[src/rtl/chopper_pkg.sv]
// Purpose: Shared constants and types for the chopper decay control
// Assumes: System clock of 125 MHz drives every register
// Notes:   The reference oscillator is derived from the system clock
package chopper_pkg;

   // ************************************************************
   // Clock and reference oscillator
   // ************************************************************
   localparam int CLK_KHZ     = 125000;
   localparam int OSC_KHZ     = 800;
   localparam int OSC_MAX_KHZ = 1000;
   // Divider rounds up so the oscillator never runs above nominal
   localparam int OSC_DIV     = (CLK_KHZ + OSC_KHZ - 1) / OSC_KHZ;
   localparam logic [7:0] OSC_DIV_LAST = 8'(OSC_DIV - 1);
   localparam logic [7:0] OSC_CNT_RST  = 8'h00;

   // ************************************************************
   // Chopping period
   // ************************************************************
   localparam int CHOP_DIV = 8;
   localparam logic [2:0] CHOP_LAST   = 3'(CHOP_DIV - 1);
   localparam logic [2:0] CHOP_FIRST  = 3'h0;
   localparam int MIX_PER_MILLE = 375;
   localparam logic [2:0] DECAY_SWITCH_PHASE =
      3'(CHOP_DIV - (CHOP_DIV * MIX_PER_MILLE) / 1000);
   localparam logic [2:0] DC_CHARGE_TICKS = 3'h3;
   localparam logic [2:0] BLANK_TICKS     = 3'h4;
   localparam logic [2:0] OC_CONFIRM_LAST = 3'h5;
   localparam logic [2:0] CNT3_RST        = 3'h0;

   // ************************************************************
   // Synchronised input slots
   // ************************************************************
   localparam int IN_NUM = 6;
   localparam int IN_EN  = 0;
   localparam int IN_DIR = 1;
   localparam int IN_DC  = 2;
   localparam int IN_RCH = 3;
   localparam int IN_OC  = 4;
   localparam int IN_TH  = 5;
   localparam logic [5:0] IN_RST = 6'h00;

   // Gate order: u1, u2, l1, l2
   localparam logic [3:0] GATE_OFF    = 4'h0;
   localparam logic [3:0] GATE_SLOW   = 4'h3;
   localparam logic [3:0] GATE_CHG_FW = 4'h9;
   localparam logic [3:0] GATE_FST_FW = 4'h6;
   localparam logic [3:0] GATE_CHG_RV = 4'h6;
   localparam logic [3:0] GATE_FST_RV = 4'h9;

   typedef enum logic [1:0] {
      MODE_CHARGE,
      MODE_SLOW,
      MODE_FAST
   } decay_mode_t;

endpackage

[src/rtl/chop_timing_if.sv]
`timescale 1ns/1ps
// Purpose: Carries oscillator timing from the divider to the controller
// Assumes: Single clock domain
// Notes:   All members are registered in the divider
interface chop_timing_if;
   logic       osc_tick;
   logic       period_start;
   logic [2:0] chop_phase;

   modport src (output osc_tick, output period_start, output chop_phase);
   modport snk (input osc_tick, input period_start, input chop_phase);
endinterface

[src/rtl/motor_chopper_decay_control.sv]
`timescale 1ns/1ps
// Purpose: Constant-current chopper sequencing for one H-bridge
// Assumes: reset_n_i is the power-on reset; all pins are asynchronous
// Notes:   Gate outputs high switch a transistor on; all low is Hi-Z
//
// Function
// - Thermal flag turns every bridge transistor off
// - Thermal halt holds until power-on reset
// - Over-current turns every gate output off via halt
// - Over-current halt latched until power-on reset
// - Decay switch point at 62.5% of period
// - Late current-reached goes charge straight to fast
// - Chopping period is oscillator divided by eight
// - Reference oscillator near 800 kHz, max 1000
// - Each period starts in charge, then steps slow, then fast if current is reached early
// - Over-current ignored four oscillator cycles after switching
// - Over-current stops outputs within five to eight cycles only while charge stands, current never reached
// - Brushed DC charges first three cycles, blanking
module motor_chopper_decay_control (
   input  wire logic clk_sys_i,
   input  wire logic reset_n_i,
   input  wire logic enable_i,
   input  wire logic direction_i,
   input  wire logic dc_mode_i,
   input  wire logic set_current_reached_i,
   input  wire logic overcurrent_i,
   input  wire logic thermal_flag_i,
   output logic      gate_u1_o,
   output logic      gate_u2_o,
   output logic      gate_l1_o,
   output logic      gate_l2_o,
   output logic      thermal_halt_o,
   output logic      overcurrent_halt_o
);

   typedef struct packed {
      logic [5:0]                sync1;
      logic [5:0]                sync2;
      logic [5:0]                sync3;
      logic [5:0]                pin;
      chopper_pkg::decay_mode_t  mode;
      logic [2:0]                blank_cnt;
      logic [2:0]                oc_cnt;
      logic                      overcurrent_halt;
      logic                      thermal_halt;
      logic [3:0]                gates;
   } ctl_state_t;

   ctl_state_t s_q;
   ctl_state_t s_d;
   logic [5:0] pins_raw;
   logic [5:0] pin_agreed;
   logic       forward;
   logic       oc_armed;
   logic       oc_confirmed;

   // ************************************************************
   // Reference oscillator
   // ************************************************************
   chop_timing_if tim ();

   ref_osc_divider u_osc (
      .clk_sys_i (clk_sys_i),
      .reset_n_i (reset_n_i),
      .tim       (tim)
   );

   // ************************************************************
   // Input capture
   // ************************************************************
   assign pins_raw = {thermal_flag_i, overcurrent_i,
                      set_current_reached_i, dc_mode_i,
                      direction_i, enable_i};

   // Stages two and three must agree, so one metastable sample
   // never moves a pin
   for (genvar i = 0; i < chopper_pkg::IN_NUM; i = i + 1) begin : g_agree
      assign pin_agreed[i] = (s_q.sync2[i] == s_q.sync3[i]) ?
                             s_q.sync3[i] : s_q.pin[i];
   end

   // ************************************************************
   // Decoded conditions
   // ************************************************************
   assign forward      = s_q.pin[chopper_pkg::IN_DIR];
   // Blanked after every switch to skip recovery spikes
   assign oc_armed     = s_q.pin[chopper_pkg::IN_OC] &&
                         s_q.blank_cnt == chopper_pkg::CNT3_RST;
   // Six unblanked ticks in a row keep the stop inside 5 to 8
   assign oc_confirmed = oc_armed &&
                         s_q.oc_cnt == chopper_pkg::OC_CONFIRM_LAST;

   // ************************************************************
   // Next state
   // ************************************************************
   always_comb begin
      s_d = s_q;

      // Three-stage capture, accepted once stages two and three agree
      s_d.sync1 = pins_raw;
      s_d.sync2 = s_q.sync1;
      s_d.sync3 = s_q.sync2;
      s_d.pin   = pin_agreed;

      // ************************************************************
      // Oscillator tick work
      // ************************************************************
      if (tim.osc_tick) begin
         if (s_q.blank_cnt != chopper_pkg::CNT3_RST) begin
            s_d.blank_cnt = s_q.blank_cnt - 3'h1;
         end

         if (tim.period_start) begin
            s_d.mode = chopper_pkg::MODE_CHARGE;
         end else begin
            case (s_q.mode)
               chopper_pkg::MODE_CHARGE: begin
                  // DC mode holds charge as digital blanking
                  if (s_q.pin[chopper_pkg::IN_DC] &&
                      tim.chop_phase < chopper_pkg::DC_CHARGE_TICKS) begin
                     s_d.mode = chopper_pkg::MODE_CHARGE;
                  end else if (s_q.pin[chopper_pkg::IN_RCH]) begin
                     if (tim.chop_phase <
                         chopper_pkg::DECAY_SWITCH_PHASE) begin
                        s_d.mode = chopper_pkg::MODE_SLOW;
                     end else begin
                        s_d.mode = chopper_pkg::MODE_FAST;
                     end
                  end
               end
               chopper_pkg::MODE_SLOW: begin
                  if (tim.chop_phase >= chopper_pkg::DECAY_SWITCH_PHASE) begin
                     s_d.mode = chopper_pkg::MODE_FAST;
                  end
               end
               default: begin
                  s_d.mode = chopper_pkg::MODE_FAST;
               end
            endcase
         end

         // Switching restarts the dead band
         if (s_d.mode != s_q.mode) begin
            s_d.blank_cnt = chopper_pkg::BLANK_TICKS;
         end

         // Sampled on oscillator ticks only, so halting is synchronous
         // to the oscillator
         if (oc_armed) begin
            if (oc_confirmed) begin
               s_d.overcurrent_halt = 1'b1;
            end else begin
               s_d.oc_cnt = s_q.oc_cnt + 3'h1;
            end
         end else begin
            s_d.oc_cnt = chopper_pkg::CNT3_RST;
         end
      end

      // ************************************************************
      // Halt latches
      // ************************************************************
      // Thermal acts on the system clock, with no tick wait
      // Sticky: only the power-on reset clears either halt
      if (s_q.pin[chopper_pkg::IN_TH]) begin
         s_d.thermal_halt = 1'b1;
      end

      // ************************************************************
      // Gate drive
      // ************************************************************
      // Common halt path forces all transistors off
      // Enable low is not latched: drive resumes with it
      if (s_d.thermal_halt || s_d.overcurrent_halt ||
          !s_q.pin[chopper_pkg::IN_EN]) begin
         s_d.gates = chopper_pkg::GATE_OFF;
      end else begin
         case (s_d.mode)
            chopper_pkg::MODE_CHARGE: begin
               if (forward) begin
                  s_d.gates = chopper_pkg::GATE_CHG_FW;
               end else begin
                  s_d.gates = chopper_pkg::GATE_CHG_RV;
               end
            end
            chopper_pkg::MODE_SLOW: begin
               s_d.gates = chopper_pkg::GATE_SLOW;
            end
            default: begin
               if (forward) begin
                  s_d.gates = chopper_pkg::GATE_FST_FW;
               end else begin
                  s_d.gates = chopper_pkg::GATE_FST_RV;
               end
            end
         endcase
      end
   end

   // ************************************************************
   // State register
   // ************************************************************
   always_ff @(posedge clk_sys_i or negedge reset_n_i) begin
      if (!reset_n_i) begin
         s_q <= '0;
      end else begin
         s_q <= s_d;
      end
   end

   // ************************************************************
   // Outputs
   // ************************************************************
   assign gate_u1_o          = s_q.gates[3];
   assign gate_u2_o          = s_q.gates[2];
   assign gate_l1_o          = s_q.gates[1];
   assign gate_l2_o          = s_q.gates[0];
   assign thermal_halt_o     = s_q.thermal_halt;
   assign overcurrent_halt_o = s_q.overcurrent_halt;

endmodule

[src/rtl/ref_osc_divider.sv]
`timescale 1ns/1ps
// Purpose: Reference oscillator tick and chopping phase counter
// Assumes: clk_sys_i at 125 MHz
// Notes:   Tick is one system cycle wide, once per oscillator cycle
module ref_osc_divider (
   input  wire logic clk_sys_i,
   input  wire logic reset_n_i,
   chop_timing_if.src tim
);

   typedef struct packed {
      logic [7:0] div_cnt;
      logic [2:0] phase;
      logic       tick;
      logic       start;
   } osc_state_t;

   osc_state_t s_q;
   osc_state_t s_d;

   // ************************************************************
   // Divider
   // ************************************************************
   always_comb begin
      s_d       = s_q;
      s_d.tick  = 1'b0;
      s_d.start = 1'b0;
      if (s_q.div_cnt == chopper_pkg::OSC_DIV_LAST) begin
         // Near 800 kHz, never above the 1000 kHz ceiling
         s_d.div_cnt = chopper_pkg::OSC_CNT_RST;
         s_d.tick    = 1'b1;
         // Chopping period is eight oscillator cycles
         if (s_q.phase == chopper_pkg::CHOP_LAST) begin
            s_d.phase = chopper_pkg::CHOP_FIRST;
            s_d.start = 1'b1;
         end else begin
            s_d.phase = s_q.phase + 3'h1;
         end
      end else begin
         s_d.div_cnt = s_q.div_cnt + 8'h01;
      end
   end

   always_ff @(posedge clk_sys_i or negedge reset_n_i) begin
      if (!reset_n_i) begin
         s_q <= '0;
      end else begin
         s_q <= s_d;
      end
   end

   assign tim.osc_tick     = s_q.tick;
   assign tim.period_start = s_q.start;
   assign tim.chop_phase   = s_q.phase;

endmodule

[config.mk]
export PLATFORM = sky130hd
export DESIGN_NAME = motor_chopper_decay_control
export DESIGN_NICKNAME = d
export VERILOG_FILES = /design/src/rtl/chopper_pkg.sv /design/src/rtl/chop_timing_if.sv /design/src/rtl/motor_chopper_decay_control.sv /design/src/rtl/ref_osc_divider.sv
export SDC_FILE = /design/constraint.sdc
export NUM_CORES = 1
export LEC_CHECK = 0
export ABC_AREA = 0
export BUFFER_PORTS_ARGS = -buffer_cell sky130_fd_sc_hd__clkbuf_2
export CORE_MARGIN = 1.5
export CORE_UTILIZATION = 40
export CTS_CLUSTER_DIAMETER = 150
export DETAILED_ROUTE_END_ITERATION = 16
export PLACE_DENSITY_LB_ADDON = 0.25
export SYNTH_ARGS = -nofsm -noshare
export SYNTH_HDL_FRONTEND = slang
export SYNTH_SLANG_ARGS = --single-unit
[constraint.sdc]
create_clock -name clk_sys_i -period 1.9 [get_ports clk_sys_i]
set_input_delay 0.57 -clock clk_sys_i [delete_from_list [all_inputs] [get_ports clk_sys_i]]
set_output_delay 0.57 -clock clk_sys_i [all_outputs]
set_load 0.1 [all_outputs]
==> impl_metrics.ini, run 1 <==
[yosys]
yosys_warnings = 0
synthMuxAreaShare_pct = 1.53
ys_async_sr_fraction_pct = 100
synth_edf_count = 0
yosysMostFrequentCell = dfrtp_1
yosysTopAreaCell = dfrtp_1
seq_area_frac_synth_pct = 62.5
synth_fa_ha_area_share_pct = 8.45
syn_area_mm2 = 0.00204
yosys-top-cells-count = dfrtp_1 (51), nand2_1 (14), nor2_1 (14), inv_1 (11), ha_1 (9)
synth-seq-cells = 51
yosysUniqueCellTypes = 37
yosysTopAreaCellShare_pct = 62.5
synth_xor_area_share_pct = 2.14
netlist_instances = 172
yosys_most_used_dff = dfrtp_1
synth_nets = 189
syn_avg_cell_area_um2 = 11.9
yosys-top-cells-area = dfrtp_1 (62%), ha_1 (5.5%), maj3_1 (2.9%)
synth-compound-area-share_pct = 8.94
synth_simple_gate_area_share_pct = 13.5
synth_top_family_by_area = simple AND/OR/NAND/NOR gates

[sta]
worst_pin_slew_ns = 0.548
holdWs_ns = 0.236
worst_slack_ns = 0.133
grt_setup_unrepaired = false
slew_violations = 0
slew_headroom_pct = 63.6
fin_setup_tns_ns = 0
setup_viol = 0
min_period_ns = 1.77
finalCritPeriodShare_pct = 93.0
hold_viol_final = 0
skew_ns = 0.00398
max_freq_ghz = 0.566

[pwr]
p_sw_share_pct = 24.0
pwr-share-seq_pct = 60.7
p_sw_w = 0.000449
power_density_mw_per_mm2 = 796
p_int_w = 0.00142
combPwrFrac_pct = 4.0
power_leakage_nw = 1.07
ir_drop_mv = 0.471
power_frac_clock_pct = 35.4

[global_routing]
grt_pass1_wl_mm = 5.64
grtUsageTotal_pct = 13.6
antenna_found_initial = 0
grt_pass1_vias = 1302
grt-ovfl-total = 0
grt_max_degree = 52

[worst_setup_path]
critPathLaunchType = flip-flop
worstPathArrival_ns = 2.01
cp-end-kind = flip-flop
worstPathCellList = inv_1 -> ha_2 -> nor2b_1 -> and2_1 -> a41o_1 -> or3_4 -> nor2b_1
max_stage_delay_ns = 0.37
path_buf_inv = 1
path_common_cell = nor2b_1
crit_cells = 7
r2r_end = gate_l2_o
r2r_slack_ns = 0.13
required_ns = 2.14
r2r_start = s_q[10]
cp_max_fo = 4
path_class = reg -> reg
cp_top_family = simple AND/OR/NAND/NOR gates
reg2reg_depth = 7
cpMaxStageDelayCell = dfrtp_1

[die]
dieArea_mm2 = 0.00555
core.rowCount = 25
coreArea_mm2 = 0.00482
ios = 14
chipHeight_um = 74.5
initial_core_util_pct = 42.4
dieWidth_um = 74.5

[routing]
wl_per_cell_um = 12.9
vias = 1334
drc_errors = 0
first_pass_iters = 4
routed_via_density = 5.07
wl_mm = 3.40
dr.first_iter.drc_count = 43
drtAntennaViolNets = 0

[clock_network]
cts_tree = yes
clock_latency_ns = 0.31
clk_pin_slew_ns = 0.10
ctsLongestPathBuffers = 2
cts-root-buf = clkbuf_8
cts_buffers = 5
holdBufCountCts = 0
cts.sinks = 51
cts-htree-levels = 2

[outcome]
status = complete, no violations

[placed_design]
dp_slack_ns = 0.0648
globalplace.congestion = 0.761
dp_hpwl_mm = 2.26
placed_area_mm2 = 0.00221
dp_cells = 252
portBuffers = 13

[layout]
final_nets = 212
design_area_mm2 = 0.00235
syn_to_final_growth_pct = 15.1
drive_above_1_share_pct = 19.4
num-fill-cells = 446
fin_cells = 263
antenna-diode-count = 0

[run]
maxCapViolations = 0

[worst_hold_path]
hold_class = in -> async
==> logic make-up (layout without fill, tap and decap cells) <==
group,after synthesis,in the layout
simple gates,56,56
flops,51,51
compound gates,28,28
fa+ha+maj,15,15
buf+inv,14,38
xor+xnor,5,5
mux,3,3
==> worst max-delay path by stage <==
stage	from	to	slack, ns
floorplan	thermal_halt_o	gate_l1_o	0.17
global placement	u_osc.tim.chop_phase[1]	gate_l1_o	0.16
detailed placement	u_osc.tim.chop_phase[1]	gate_l1_o	0.06
CTS	u_osc.tim.chop_phase[1]	gate_l2_o	0.03
global route	s_q[10]	gate_l1_o	0.002
finish	s_q[10]	gate_l2_o	0.13
==> registers in the layout (all words and copies together), names as in the netlist <==
name	count
s_q	19
s_d	12
u_osc.s_q	8
u_osc.tim.chop_phase	3
forward	1
gate_l1_o	1
gate_l2_o	1
gate_u1_o	1
gate_u2_o	1
overcurrent_halt_o	1
thermal_halt_o	1
u_osc.tim.osc_tick	1
u_osc.tim.period_start	1
==> metal layers <==
metal | vias up | GRT usage [%] | wire [um]
met1 | 679 | 15.6 | 1490
met5 | - | 0 | 0
met4 | 0 | 3.43 | 25
met2 | 23 | 23.9 | 1750
li1 | 627 | - | -
met3 | 5 | 5.28 | 121
==> area by class of cell <==
class / instances / area (um2) / share of cell area [%]
multi-input combinational: 107 / 729 / 31.0
clock inverter: 3 / 27.5 / 1.17
clock buffer: 5 / 68.8 / 2.93
sequential: 51 / 1280 / 54.4
timing repair buffer: 19 / 123 / 5.21
tap: 67 / 83.8 / 3.56
inverter: 11 / 41.3 / 1.76
==> power by group through the flow <==
stage	clock, W	combinational (W)	sequential [W]
6_report	0.000662	0.0000746	0.00114
5_1_grt	0.000726	0.0000844	0.00114
4_1_cts	0.000690	0.0000736	0.00114
3_5_place_dp	0	0.0000733	0.00116
3_3_place_gp	0	0.0000716	0.00116
2_1_floorplan	0	0.0000341	0.00115
==> per-stage QoR <==
step | total power [W] | util, %
after global routing | 0.00195 | 48.8
after detailed placement | 0.00123 | 45.8
after CTS | 0.00190 | 47.8
after floorplan | 0.00119 | -
final | 0.00187 | 48.8
after global placement | 0.00123 | 45.8
==> placed cells by master, fill, tap and decap left out, types with 2 or more instances in the layout <==
master / count
clkbuf_2: 13
o21ai_0: 8
nor2_1: 14
nor3_1: 3
buf_4: 5
xor2_1: 2
maj3_1: 6
and2_1: 2
o21a_1: 2
ha_1: 8
and3_1: 2
nor3b_1: 3
nand3_1: 7
dfrtp_2: 2
xnor2_1: 3
a31oi_1: 3
inv_1: 10
nand2_1: 14
clkbuf_8: 5
nor2b_1: 6
a21oi_1: 5
dfrtp_1: 49
==> what timing repair did <==
item / CTS / global route
endpoints found under the setup margin: 0 / 6
buffers inserted: 0 / 3
gates resized for setup: 0 / 9
Power figures use the tool's default switching activity.
==> run 2: changes to the inputs <==
--- a/config.mk
+++ b/config.mk
@@ -8,7 +8,7 @@
 export ABC_AREA = 0
 export BUFFER_PORTS_ARGS = -buffer_cell sky130_fd_sc_hd__clkbuf_2
 export CORE_MARGIN = 1.5
-export CORE_UTILIZATION = 40
+export CORE_UTILIZATION = 28
 export CTS_CLUSTER_DIAMETER = 150
 export DETAILED_ROUTE_END_ITERATION = 16
 export PLACE_DENSITY_LB_ADDON = 0.25
==> impl_metrics.ini, run 2 (synthesized netlist as in run 1, its figures left out) <==
[sta]
finalCritPeriodShare_pct = 94.4
max_freq_ghz = 0.557
fin_setup_tns_ns = 0
min_period_ns = 1.79
slew_headroom_pct = 64.1
slew_violations = 0
grt_setup_unrepaired = false
skew_ns = 0.00481
hold_viol_final = 0
worst_pin_slew_ns = 0.540
setup_viol = 0

[routing]
dr.first_iter.drc_count = 76
vias = 1261
drc_errors = 0
first_pass_iters = 4
wl_mm = 3.18
wl_per_cell_um = 11.0
routed_via_density = 4.35
drtAntennaViolNets = 0

[die]
coreArea_mm2 = 0.00691
dieArea_mm2 = 0.00782
chipHeight_um = 88.4
core.rowCount = 30
initial_core_util_pct = 29.6
ios = 14
dieWidth_um = 88.4

[clock_network]
holdBufCountCts = 0
clock_latency_ns = 0.30
ctsLongestPathBuffers = 2
cts_buffers = 5
cts-root-buf = clkbuf_8
clk_pin_slew_ns = 0.09
cts-htree-levels = 2
cts_tree = yes
cts.sinks = 51

[layout]
antenna-diode-count = 0
mostFrequentLayoutCells = dfrtp_1 (49), nor2_1 (14), nand2_1 (14)
syn_to_final_growth_pct = 16.6
layout_commonest_cell = dfrtp_1
num-fill-cells = 722
final_nets = 210
fin_cells = 290
seq_area_mm2 = 0.00128
top_register = s_q
multiInputGateArea_um2 = 722
largest_register_ffs = 19
drive_above_1_share_pct = 17.0

[pwr]
p_sw_share_pct = 21.3
combPwrFrac_pct = 3.7
p_int_w = 0.00154
p_sw_w = 0.000417
power_frac_clock_pct = 38.4
power_density_mw_per_mm2 = 822
ir_drop_mv = 0.464
pwr-share-seq_pct = 58.0
power_leakage_nw = 1.07

[global_routing]
grt_pass1_vias = 1350
grtUsageTotal_pct = 9.86
grt_max_degree = 52
grt_pass1_wl_mm = 5.92
grt-ovfl-total = 0
antenna_found_initial = 0

[placed_design]
globalplace.congestion = 0.787
portBuffers = 13
dp_cells = 282
dp_hpwl_mm = 2.12

[run]
maxCapViolations = 0

[worst_setup_path]
worstPathArrival_ns = 2.03
required_ns = 2.14
path_class = reg -> reg
cp_max_fo = 7
critPathLaunchType = flip-flop
cp-end-kind = flip-flop

[outcome]
status = complete, no violations

[worst_hold_path]
hold_class = in -> async
==> run 2: cell types whose count changed in the layout (fill, tap and decap cells not counted), sizes merged <==
cell and delta:
inv -2, buf -2, bufinv +1, clkinvlp -1, clkinv +2
==> run 2: metrics by stage <==
stage	area (um2)	setup WS, ns	hold WS, ns	total power (W)	util (%)
CTS	2360	0.108	0.256	0.00199	34.2
global route	2380	0.00918	0.268	0.00205	34.5
finish	2380	0.106	0.244	0.00196	34.5
floorplan	2040	0.173	0.274	0.00119	-
detailed placement	2250	0.132	0.335	0.00123	32.6
global placement	2250	0.153	0.333	0.00123	32.6
==> run 2: worst paths after layout <==
check                      cells past startpoint                       to  slack (ns)                    start
max                                            6                gate_l2_o        0.11  u_osc.tim.chop_phase[2]
min                                            2                  s_d[28]        0.24                reset_n_i
max reg2reg                                    6                gate_l2_o        0.11  u_osc.tim.chop_phase[2]
min reg2reg                                    0                  s_d[20]        0.36                  s_d[26]
max in group asynchronous                      2  u_osc.tim.chop_phase[1]        1.41                reset_n_i
min in group clk_sys_i                         0                  s_d[20]        0.36                  s_d[26]
==> run 2: repair_timing <==
item                                    4_1_cts  5_1_grt
buffers inserted                              0        0
endpoints found under the setup margin        0        5
gates resized for setup                       0        6
==> run 2: critical path, cell delays in order, from the launching register on <==
cell      delay [ns]
dfrtp_1         0.50
nor3b_1         0.10
a211oi_1        0.34
a31oi_1         0.21
o211a_1         0.26
mux2i_1         0.17
nor2b_2         0.16
==> run 2: final cells by class <==
type / count / area share (%)
Tap cell: 96 / 5.04
Multi-Input combinational cell: 107 / 30.3
Timing Repair Buffer: 17 / 4.52
Clock inverter: 3 / 1.84
Inverter: 11 / 1.73
Clock buffer: 5 / 2.89
Sequential cell: 51 / 53.7
==> run 2: metal layers <==
| layer | GRT usage [%] | wire (um) | vias to the layer above | part of all wire [%] |
|---|---|---|---|---|
| met3 | 2.89 | 97 | 8 | 3.0 |
| li1 | - | - | 626 | - |
| met1 | 12.3 | 1590 | 607 | 50 |
| met5 | 0 | 0 | - | 0 |
| met4 | 4.55 | 48 | 0 | 1.5 |
| met2 | 15.8 | 1450 | 20 | 45 |
==> run 2: power groups by stage <==
stage	registers, W	clock network [W]	logic [W]
after CTS	0.00114	0.000784	0.0000742
after floorplan	0.00115	0	0.0000341
after global placement	0.00116	0	0.0000730
after global routing	0.00114	0.000821	0.0000838
after detailed placement	0.00116	0	0.0000740
final	0.00113	0.000751	0.0000716
